===== src/pkg/sdas_regs.svh =====
// Register indices, field positions, reset values for the SYSREF
// autophase and skew block. Assumes inclusion by bare name.
// What this block does
// - Autophase set: realign divider on captured SYSREF
// - Autophase clear: SYSREF leaves divider phase alone
// - Ignore SYSREF within negative window before edge
// - Negative window applies only while autophase set
// - Skew codes: 0, half, one, one-and-half clocks
// - Record phase; offset is captured plus manual
// - Ignore SYSREF within positive window after edge
`ifndef SDAS_REGS_SVH
`define SDAS_REGS_SVH
// ==========================================
// Register indices (byte address is index times four)
`define SDAS_IDX_DIVCTL 16'h0108
`define SDAS_IDX_MANPH 16'h0109
`define SDAS_IDX_ALIGN 16'h010A
`define SDAS_IDX_OFSST 16'h010B
`define SDAS_IDX_SRMODE 16'h0120
`define SDAS_IDX_CAPST 16'h0129
// ==========================================
// Field positions in the alignment control register
`define SDAS_AUTO_BIT 7
`define SDAS_NEG_HI 3
`define SDAS_NEG_LO 2
`define SDAS_POS_HI 1
`define SDAS_POS_LO 0
// SYSREF mode field
`define SDAS_MODE_HI 2
`define SDAS_MODE_LO 1
// ==========================================
// Reset values
`define SDAS_RST_8 8'h00
`define SDAS_RST_32 32'h0000_0000
`endif


===== src/pkg/sdas_pkg.sv =====
// Types shared by the SYSREF autophase block.
// Assumes the register header is included alongside.
`default_nettype none
package sdas_pkg;
	// ==========================================
	// APB request from the master
	typedef struct packed
	{
		logic psel;
		logic penable;
		logic pwrite;
		logic [15:0] paddr;
		logic [31:0] pwdata;
	} sdas_apb_req_t;
	// ==========================================
	// Fate of a captured SYSREF edge
	typedef enum logic [2:0]
	{
		SDAS_DROP = 3'b001,
		SDAS_SKEW = 3'b010,
		SDAS_ALIGN = 3'b100
	} sdas_fate_t;
endpackage
`default_nettype wire


===== src/rtl/sdas_top.sv =====
// SYSREF driven divider autophase with negative/positive skew windows.
// Assumes capture logic on sys_clk delivers a one-cycle SYSREF pulse
// with its signed distance from the device clock edge in half cycles.
//
// Chosen here: the APB register port.
`timescale 1ns/1ps
`default_nettype none
`include "sdas_regs.svh"
module sdas_top
	import sdas_pkg::*;
(
	input wire logic sys_clk,
	input wire logic rst,
	input wire sdas_apb_req_t apbReq,
	output logic [31:0] prdata,
	output logic pready,
	output logic pslverr,
	input wire logic sysrefCap,
	input wire logic signed [2:0] sysrefDist,
	output logic [3:0] divPhase,
	output logic [3:0] effPhase,
	output logic realignPulse,
	output logic ignorePulse
);
	// ==========================================
	// Helper functions
	// Byte address of a register index
	function automatic logic [15:0] byteAddr(input logic [15:0] idx);
		byteAddr = {idx[13:0], 2'b00};
	endfunction

	// Half-cycle wrap mask for a divider select
	function automatic logic [3:0] phMask(input logic [2:0] sel);
		case (sel[1:0])
			2'b01: phMask = 4'h3;
			2'b11: phMask = 4'h7;
			default: phMask = 4'h1;
		endcase
	endfunction

	// Distance lies inside a skew window of given code
	function automatic logic inWin(input logic [2:0] mag,
		input logic [1:0] code);
		inWin = (mag != 3'h0) && (mag <= {1'b0, code});
	endfunction

	// ==========================================
	// Registers
	logic [2:0] divSel_r; // Input clock divide select
	logic [3:0] manPh_r; // Manual phase offset
	logic autoEn_r; // Autophase enable
	logic [1:0] negSkew_r; // Negative window code
	logic [1:0] posSkew_r; // Positive window code
	logic [1:0] srMode_r; // SYSREF mode, zero means off
	logic [3:0] capPh_r; // Phase at last accepted SYSREF
	logic [3:0] phaseCnt_r; // Divider phase in half cycles
	logic [3:0] effPh_r; // Effective offset used at realign
	logic realign_r; // Realign happened last cycle
	logic ignore_r; // Edge dropped by a skew window
	logic [31:0] prdata_r; // Read data
	logic pready_r; // Access phase answer
	logic pslverr_r; // Unmapped address answer

	// ==========================================
	// SYSREF decision
	logic modeOn; // SYSREF handling enabled
	logic isNeg; // Edge before clock edge
	logic [2:0] mag; // Distance magnitude
	logic negHit; // Inside negative window
	logic posHit; // Inside positive window
	sdas_fate_t fate; // Outcome for this cycle
	logic [3:0] sumPh; // Captured plus manual

	assign modeOn = (srMode_r != 2'b00);
	assign isNeg = sysrefDist[2];
	assign mag = isNeg ? 3'(-sysrefDist) : 3'(sysrefDist);
	// Window only meaningful while autophase runs
	assign negHit = autoEn_r && isNeg && inWin(mag, negSkew_r);
	assign posHit = autoEn_r && !isNeg && inWin(mag, posSkew_r);
	assign sumPh = 4'(phaseCnt_r + manPh_r);

	// Pick what happens to a captured edge
	always_comb
	begin
		fate = SDAS_DROP;
		// Mode off: software is mid-change of skew fields
		if (!sysrefCap || !modeOn)
		begin
			fate = SDAS_DROP;
		end
		else if (!autoEn_r)
		begin
			fate = SDAS_DROP;
		end
		else if (negHit || posHit)
		begin
			fate = SDAS_SKEW;
		end
		else
		begin
			fate = SDAS_ALIGN;
		end
	end

	// ==========================================
	// Divider phase counter, two half cycles per clock
	always_ff @(posedge sys_clk or posedge rst)
	begin
		if (rst)
		begin
			phaseCnt_r <= 4'h0;
		end
		else if (fate == SDAS_ALIGN)
		begin
			// Jump to captured plus manual offset
			phaseCnt_r <= sumPh & phMask(divSel_r);
		end
		else
		begin
			phaseCnt_r <= 4'(phaseCnt_r + 4'h2) & phMask(divSel_r);
		end
	end

	// Capture status and effective offset
	always_ff @(posedge sys_clk or posedge rst)
	begin
		if (rst)
		begin
			capPh_r <= 4'h0;
			effPh_r <= 4'h0;
		end
		else if (fate == SDAS_ALIGN)
		begin
			capPh_r <= phaseCnt_r;
			effPh_r <= sumPh;
		end
	end

	// Event pulses
	always_ff @(posedge sys_clk or posedge rst)
	begin
		if (rst)
		begin
			realign_r <= 1'b0;
			ignore_r <= 1'b0;
		end
		else
		begin
			realign_r <= (fate == SDAS_ALIGN);
			ignore_r <= (fate == SDAS_SKEW);
		end
	end

	// ==========================================
	// APB slave, one wait state
	logic acc; // Access phase, not yet answered
	logic hitDiv, hitMan, hitAli, hitOfs, hitMod, hitCap;
	logic mapped;

	assign acc = apbReq.psel && apbReq.penable && !pready_r;
	assign hitDiv = apbReq.paddr == byteAddr(`SDAS_IDX_DIVCTL);
	assign hitMan = apbReq.paddr == byteAddr(`SDAS_IDX_MANPH);
	assign hitAli = apbReq.paddr == byteAddr(`SDAS_IDX_ALIGN);
	assign hitOfs = apbReq.paddr == byteAddr(`SDAS_IDX_OFSST);
	assign hitMod = apbReq.paddr == byteAddr(`SDAS_IDX_SRMODE);
	assign hitCap = apbReq.paddr == byteAddr(`SDAS_IDX_CAPST);
	assign mapped = hitDiv || hitMan || hitAli || hitOfs || hitMod || hitCap;

	// Handshake; pready drops after one cycle so penable can fall
	always_ff @(posedge sys_clk or posedge rst)
	begin
		if (rst)
		begin
			pready_r <= 1'b0;
			pslverr_r <= 1'b0;
		end
		else
		begin
			pready_r <= acc;
			pslverr_r <= acc && !mapped;
		end
	end

	// Writable fields; writes land at the answering edge
	always_ff @(posedge sys_clk or posedge rst)
	begin
		if (rst)
		begin
			divSel_r <= 3'h0;
			manPh_r <= 4'h0;
			autoEn_r <= 1'b0;
			negSkew_r <= 2'h0;
			posSkew_r <= 2'h0;
			srMode_r <= 2'h0;
		end
		else if (apbReq.psel && apbReq.penable && pready_r && apbReq.pwrite)
		begin
			// Decode on address; status registers ignore writes
			if (hitDiv)
			begin
				divSel_r <= apbReq.pwdata[2:0];
			end
			if (hitMan)
			begin
				manPh_r <= apbReq.pwdata[3:0];
			end
			if (hitAli)
			begin
				autoEn_r <= apbReq.pwdata[`SDAS_AUTO_BIT];
				negSkew_r <= apbReq.pwdata[`SDAS_NEG_HI:`SDAS_NEG_LO];
				posSkew_r <= apbReq.pwdata[`SDAS_POS_HI:`SDAS_POS_LO];
			end
			if (hitMod)
			begin
				srMode_r <= apbReq.pwdata[`SDAS_MODE_HI:`SDAS_MODE_LO];
			end
		end
	end

	// Read mux; reserved bits and unmapped read as zero
	always_ff @(posedge sys_clk or posedge rst)
	begin
		if (rst)
		begin
			prdata_r <= `SDAS_RST_32;
		end
		else if (acc && !apbReq.pwrite)
		begin
			prdata_r <= `SDAS_RST_32;
			if (hitDiv)
			begin
				prdata_r <= {29'h0, divSel_r};
			end
			if (hitMan)
			begin
				prdata_r <= {28'h0, manPh_r};
			end
			if (hitAli)
			begin
				prdata_r <= {24'h0, autoEn_r, 3'h0, negSkew_r, posSkew_r};
			end
			if (hitOfs)
			begin
				prdata_r <= {28'h0, effPh_r};
			end
			if (hitMod)
			begin
				prdata_r <= {29'h0, srMode_r, 1'b0};
			end
			if (hitCap)
			begin
				prdata_r <= {28'h0, capPh_r};
			end
		end
	end

	assign prdata = prdata_r;
	assign pready = pready_r;
	assign pslverr = pslverr_r;
	assign divPhase = phaseCnt_r;
	assign effPhase = effPh_r;
	assign realignPulse = realign_r;
	assign ignorePulse = ignore_r;
endmodule
`default_nettype wire


===== config.mk =====
export PLATFORM = sky130hd
export DESIGN_NAME = sdas_top
export DESIGN_NICKNAME = d
export VERILOG_FILES = /design/src/pkg/sdas_pkg.sv /design/src/rtl/sdas_top.sv
export VERILOG_INCLUDE_DIRS = /design/src /design/src/pkg
export SDC_FILE = /design/constraint.sdc
export NUM_CORES = 1
export LEC_CHECK = 0
export BUFFER_PORTS_ARGS = -buffer_cell sky130_fd_sc_hd__buf_2
export CORE_MARGIN = 10
export CORE_UTILIZATION = 30
export DETAILED_ROUTE_END_ITERATION = 6
export PLACE_DENSITY_LB_ADDON = 0.25
export SYNTH_ARGS = -nofsm -noshare
export SYNTH_HDL_FRONTEND = slang
export SYNTH_SLANG_ARGS = --single-unit

===== constraint.sdc =====
create_clock -name sys_clk -period 5 [get_ports sys_clk]
set_input_delay 0.25 -clock sys_clk [delete_from_list [all_inputs] [get_ports sys_clk]]
set_output_delay 0.25 -clock sys_clk [all_outputs]
set_load 0.01 [all_outputs]

==> qor.yml, run 1 <==
rr_endpoint: "effPhase[2]$_DFFE_PP0N_"
avgSynthCellArea_um2: 11.07
grt.met1_usage_pct: 12.19
irDropWorstVdd_mv: 0.1099
core_area_mm2: 0.006719
place_hpwl_um: 4082
synth_edf_count: 0
mappedNetlistArea_mm2: 0.002059
post-cts-setup-buffer-count: 0
clock_tree.buffer_depth: 2
drt_wl_total_um: 5048
die_h_um: 102.9
synthDominantAreaCellType: "sky130_fd_sc_hd__dfrtp_1"
detail-route-antenna-nets: 0
root_buffer: "sky130_fd_sc_hd__clkbuf_8"
clkSlewWorstSetupHoldPaths_ns: 0.06
postPlaceCellArea_mm2: 0.002263
largest_driver_fanout_on_the_critical_path: 7
grt_overflow_total: 0
synth_seq_area_share_pct: 38.88
grt_antenna_before_repair: 0
yosysTopAreaCellShare_pct: 38.88
most_numerous_cell_in_the_yosys_netlist: "sky130_fd_sc_hd__dfrtp_1"
grt_setup_unrepaired: "no"
synth_flop_cell: "sky130_fd_sc_hd__dfrtp_1"
yosys_register_bits: 32
grt.met2_usage_pct: 15.06
layout_worst_path_cycle_share_pct: 45.77
areaGrowthSynthToFinish_pct: 13.67
finalClockSkew_ns: 0.003978
effective_utilization_at_floorplan_pct: 30.65
global_route.usage.met3_pct: 3.284
power.leakage_nw: 1.206
rows: 30
worst_r2r_path_depth: 7
h_tree_depth: 2
synth.cells.most_frequent: "32 x sky130_fd_sc_hd__dfrtp_1, 29 x sky130_fd_sc_hd__buf_4, 21 x sky130_fd_sc_hd__mux2_2"
timing.reg2reg.setup_slack_ns: 2.85
layout.filler_cells: 712
ys_warn_count: 0
post_route_setup_tns_ns: 0
place.port_buffers: 45
pin_count_of_the_biggest_net_entering_global_routing: 33
first_global_vias: 1498
gp_routability_congestion: 0.8186
total_number_of_nets_in_the_final_design: 300
global_route.usage.total_pct: 9.649
clkLatencyLatePin_ns: 0.28
vias: 1475
hold_viol: 0
r2r-start: "negSkew_r[1]$_DFFE_PP0P_"
via_per_instance_ratio: 4.697
number_of_cells_produced_by_synthesis: 186
postSynth.asyncResetShare_pct: 100.0
path_class: "in -> reg"
yosys.cell_types.count: 49
final_design_area_no_fill_mm2: 0.002341
post_cts_resized: 0
drv_cap: 0
tritoncts: "yes"
power_density_mw_per_mm2: 222.7
setup_viol: 0
critPathRequiredTime_ns: 5.17
fp.dieArea_mm2: 0.01058
num_io_pins: 101
cts_sinks: 32
diodes: 0
postCtsHoldBufs: 0
cts_buffers: 5
first_iter_violations: 37
timing.hold.worst.class: "in -> async"
worst-endpoint-arrival_ns: 2.45
setup.worst_path.start_class: "input port"
most_crowded_layer_gr: "met2"
final_layout_size_suffix_gt1_share_pct: 36.32
finalCriticalPeriod_ns: 2.289
drt_first_pass_iters: 4
timing_max_transition_violations_final: 0
dieWidth_um: 102.9
post_synth_main_area_contributors: "sky130_fd_sc_hd__dfrtp_1 39%, sky130_fd_sc_hd__mux2_2 11%, sky130_fd_sc_hd__buf_4 11%"
holdWs_ns: 0.04550
routed_wire_length_per_instance_um: 16.08
max_freq_mhz: 437.0
outcome: "finished, final reports clean"
first_pass_grt_wire_length_um: 7810
worst_setup_path_end_kind: "flop"
remaining_drc_errors: 0
## final cells by class
cell class	instances	area, um2	share of cell area (%)
inverter	10	37.54	1.603
tap	80	100.1	4.276
multi-input combinational	139	1092	46.66
timing repair buffer	46	232.7	9.941
sequential	32	800.8	34.21
clock buffer	6	72.57	3.100
clock inverter	1	5.005	0.2138
## flip-flops by register name, indices dropped and copies added, names as in the netlist
signal	flops
pslverr	1
manPh_r	4
autoEn_r	1
negSkew_r	2
divSel_r	3
srMode_r	2
divPhase	2
capPh_r	3
prdata	5
posSkew_r	2
ignorePulse	1
realignPulse	1
effPhase	4
pready	1
## power breakdown
part / switching [mW] / internal (mW) / total (mW) / leakage, nW
registers: 0.00165 / 0.263 / 0.264 / 0.441
clock network: 0.0929 / 0.0945 / 0.187 / 0.0410
logic: 0.0448 / 0.0248 / 0.0696 / 0.723
total: 0.139 / 0.382 / 0.521 / 1.21
## metal layers
metal / vias up / share of wire [%]
met5: - / 0
met4: 0 / 1.2
met3: 7 / 11
met2: 59 / 45
met1: 702 / 44
li1: 707 / -
## layout by cell type, fill, tap and decap left out, types with 3 or more instances in the layout
master,count
sky130_fd_sc_hd__inv_1,9
sky130_fd_sc_hd__nor2b_1,4
sky130_fd_sc_hd__clkbuf_8,5
sky130_fd_sc_hd__o21ai_0,3
sky130_fd_sc_hd__nand2b_1,5
sky130_fd_sc_hd__dfrtp_1,32
sky130_fd_sc_hd__nor3_1,4
sky130_fd_sc_hd__and3_1,3
sky130_fd_sc_hd__conb_1,28
sky130_fd_sc_hd__ha_1,8
sky130_fd_sc_hd__nor2_1,4
sky130_fd_sc_hd__xnor2_1,3
sky130_fd_sc_hd__a21oi_1,4
sky130_fd_sc_hd__mux2_2,21
sky130_fd_sc_hd__buf_2,45
sky130_fd_sc_hd__nand2_1,11
## stage by stage
step                power, mW  util [%]  worst slack (ns)  instances
global placement       0.3379     33.69             2.403        307
floorplan              0.3274         -             2.788        213
CTS                    0.5297     34.84             2.688        314
detailed placement     0.3386     33.69             2.396        307
global route           0.5527     34.84             2.516        314
finish                 0.5214     34.84             2.711        314
## worst max-delay path by stage
stage	from	slack, ns	depth (start not counted)	to
CTS	sysrefDist[0]	2.69	11	effPhase[2]$_DFFE_PP0N_
global route	sysrefDist[0]	2.52	11	capPh_r[2]$_DFFE_PP0N_
global placement	sysrefDist[0]	2.40	11	effPhase[3]$_DFFE_PP0N_
detailed placement	sysrefDist[0]	2.40	11	effPhase[2]$_DFFE_PP0N_
finish	sysrefDist[0]	2.71	11	effPhase[2]$_DFFE_PP0N_
floorplan	sysrefDist[0]	2.79	10	capPh_r[2]$_DFFE_PP0N_
## worst max-delay path, cell delays in order
cell,delay (ns)
sky130_fd_sc_hd__buf_2,0.09
sky130_fd_sc_hd__inv_1,0.09
sky130_fd_sc_hd__ha_1,0.24
sky130_fd_sc_hd__nand2_1,0.06
sky130_fd_sc_hd__o21ai_0,0.12
sky130_fd_sc_hd__ha_1,0.31
sky130_fd_sc_hd__nor2b_1,0.14
sky130_fd_sc_hd__o211a_1,0.24
sky130_fd_sc_hd__o31ai_2,0.41
sky130_fd_sc_hd__inv_2,0.19
sky130_fd_sc_hd__mux2_2,0.31
## logic make-up (layout without fill, tap and decap cells)
group / Yosys count / count (layout) / share of synthesized area (%)
adders and majority gates: 9 / 9 / 5.833
muxes: 24 / 24 / 14.34
and+or+nand+nor: 48 / 48 / 16.46
AOI/OAI and AO/OA: 27 / 27 / 10.02
DFF: 32 / 32 / 38.88
xor gates and xnor gates: 3 / 3 / 1.276
buffers and inverters: 42 / 63 / 13.00
other: 1 / 28 / 0.1821
(Power assumes the default switching activity.)
==> inputs of run 2 (changes only) <==
- clock period: 5 -> 2 ns (I/O delays scaled with it)
==> run 2 against run 1 <==
  * Utilization up 2.3 points
  * Global-route usage is 0.095 points higher
  * Sequential share of layout area shrank 2.1 points
  * Flip-flop and latch count stayed put
  * Sequential power grew to 2.5 times the previous value
  * Critical path depth down 4
  * Power grew to 2.8 times the previous value
  * Critical endpoint is now capPh_r[0]$_DFFE_PP0N_
  * Largest cell class unchanged
  * Highest routed layer unchanged
==> qor.yml, run 2 (synthesis gave the netlist of run 1 again) <==
clkPwrFrac_pct: 41.8
tritoncts: "yes"
slowest_delay_ns: 0.39
wl_met2_um: 2325
fp.dieArea_mm2: 0.01058
place.detailed.instances: 315
critical_path.cell_chain: "inv_2 -> ha_4 -> nor2b_1 -> o211a_1 -> o31ai_4 -> buf_4 -> mux2_2"
p_comb_share_pct: 13.1
cts_buffers: 5
dominant_delay_contributor_by_cell_family_on_the_critical_path: "compound AO/OA/AOI/OAI gates"
largest_register_ffs: 5
met1Wirelength_um: 2241
post-place-ws_ns: -0.2085
layout_common_cells: "45 x sky130_fd_sc_hd__buf_2, 32 x sky130_fd_sc_hd__dfrtp_1, 28 x sky130_fd_sc_hd__conb_1"
first_global_vias: 1576
share_seq_of_total_power_pct: 45.1
drv_cap: 0
detail-route-antenna-nets: 0
global_route.usage.total_pct: 9.744
final_layout_size_suffix_gt1_share_pct: 40.89
outcome: "finished, final reports clean"
die_h_um: 102.9
dieWidth_um: 102.9
clkSlewWorstSetupHoldPaths_ns: 0.07
highest-signal-layer: "met4"
timing.critical_path.buf_inv: 2
timing_max_transition_violations_final: 0
layout_commonest_cell: "sky130_fd_sc_hd__buf_2"
num_io_pins: 101
place_hpwl_um: 4173
setup_viol: 0
diodes: 0
vias: 1541
first_iter_violations: 76
worst_setup_path_end_kind: "flop"
irDropWorstVdd_mv: 0.2689
worst-endpoint-arrival_ns: 2.12
finalCriticalPeriod_ns: 1.949
clkLatencyLatePin_ns: 0.29
clock_tree.buffer_depth: 2
hold_viol: 0
largest_driver_fanout_on_the_critical_path: 3
wl_met3_um: 507
pin_count_of_the_biggest_net_entering_global_routing: 33
grt_antenna_before_repair: 0
cts_sinks: 32
rows: 30
final-instance-count-excl-fill: 327
postLayoutSetupSlackWorst_ns: 0.05112
max_freq_mhz: 513.1
internal_power_mw: 1.100
final_design_area_no_fill_mm2: 0.002492
power.leakage_nw: 1.283
power_density_mw_per_mm2: 588.3
finalClockSkew_ns: 0.006434
first_pass_grt_wire_length_um: 8038
drt_wl_total_um: 5185
setup.worst_path.start_class: "flop"
routed_wire_length_per_instance_um: 15.86
drt_first_pass_iters: 4
path_class: "reg -> reg"
timing.hold.worst.class: "in -> reg"
core_area_mm2: 0.006719
root_buffer: "sky130_fd_sc_hd__clkbuf_8"
gp_routability_congestion: 0.8237
total_number_of_nets_in_the_final_design: 312
via_per_instance_ratio: 4.713
layout_worst_path_cycle_share_pct: 97.44
place.port_buffers: 45
grt_overflow_total: 0
net_switching_power_of_the_design_mw: 0.3662
crit_path_top_delay_cell: "sky130_fd_sc_hd__dfrtp_1"
finalCoreUtilization_pct: 37.10
sw_frac_of_total_pct: 24.97
effective_utilization_at_floorplan_pct: 30.65
areaGrowthSynthToFinish_pct: 21.02
postPlaceCellArea_mm2: 0.002332
h_tree_depth: 2
remaining_drc_errors: 0
critPathRequiredTime_ns: 2.17
==> run 2: cell count changes in the layout (fill, tap and decap cells not counted), sizes merged <==
cell / change
buf: +11
bufinv: +1
dlygate4sd3: +1
==> run 2: final timing paths <==
path                                          startpoint                  endpoint  slack, ns  cells after the start
worst max-delay path            negSkew_r[1]$_DFFE_PP0P_    capPh_r[0]$_DFFE_PP0N_       0.05                      7
worst min-delay path                           apbReq[7]      autoEn_r$_DFFE_PP0P_       0.04                      2
worst max register to register  negSkew_r[1]$_DFFE_PP0P_    capPh_r[0]$_DFFE_PP0N_       0.05                      7
worst min register to register     prdata[1]$_DFFE_PP0P_     prdata[1]$_DFFE_PP0P_       0.48                      2
max in group asynchronous                            rst  posSkew_r[0]$_DFFE_PP0P_       1.25                      4
min in group asynchronous                            rst    realignPulse$_DFF_PP0_       0.44                      4
==> run 2: metrics by stage <==
stage	hold WS [ns]	setup TNS, ns	power [mW]
6_report	0.04332	0	1.466
5_1_grt	0.04669	-0.01180	1.542
3_5_place_dp	0.2173	-1.472	0.8559
3_3_place_gp	0.2138	-1.168	0.8531
4_1_cts	0.03918	0	1.479
2_1_floorplan	0.2162	0	0.8203
==> run 2: final cells by class <==
| type | instances | area [um2] |
|---|---|---|
| Tap cell | 80 | 100.1 |
| Clock inverter | 2 | 35.03 |
| Multi-Input combinational cell | 139 | 1121 |
| Inverter | 10 | 37.54 |
| Timing Repair Buffer | 58 | 325.3 |
| Fill cell | 697 | 4227 |
| Clock buffer | 6 | 72.57 |
| Sequential cell | 32 | 800.8 |
==> run 2: power by group through the flow <==
stage	logic [mW]	registers, mW	clock network [mW]
final	0.193	0.661	0.613
after global routing	0.218	0.661	0.663
after CTS	0.185	0.661	0.634
after detailed placement	0.183	0.673	0
after global placement	0.180	0.673	0
after floorplan	0.142	0.678	0
==> run 2: metal layers <==
metal | up-vias | global-route usage, %
met1 | 729 | 11.54
li1 | 733 | -
met3 | 7 | 3.016
met2 | 72 | 16.05
met5 | - | 0
met4 | 0 | 3.957
==> run 2: repair_timing <==
item | in CTS | in global routing
hold buffers | 1 | 0
setup buffers | 0 | 3
endpoints found under the setup margin | 0 | 5
hold endpoints to repair | 32 | 0
gates resized for setup | 0 | 6
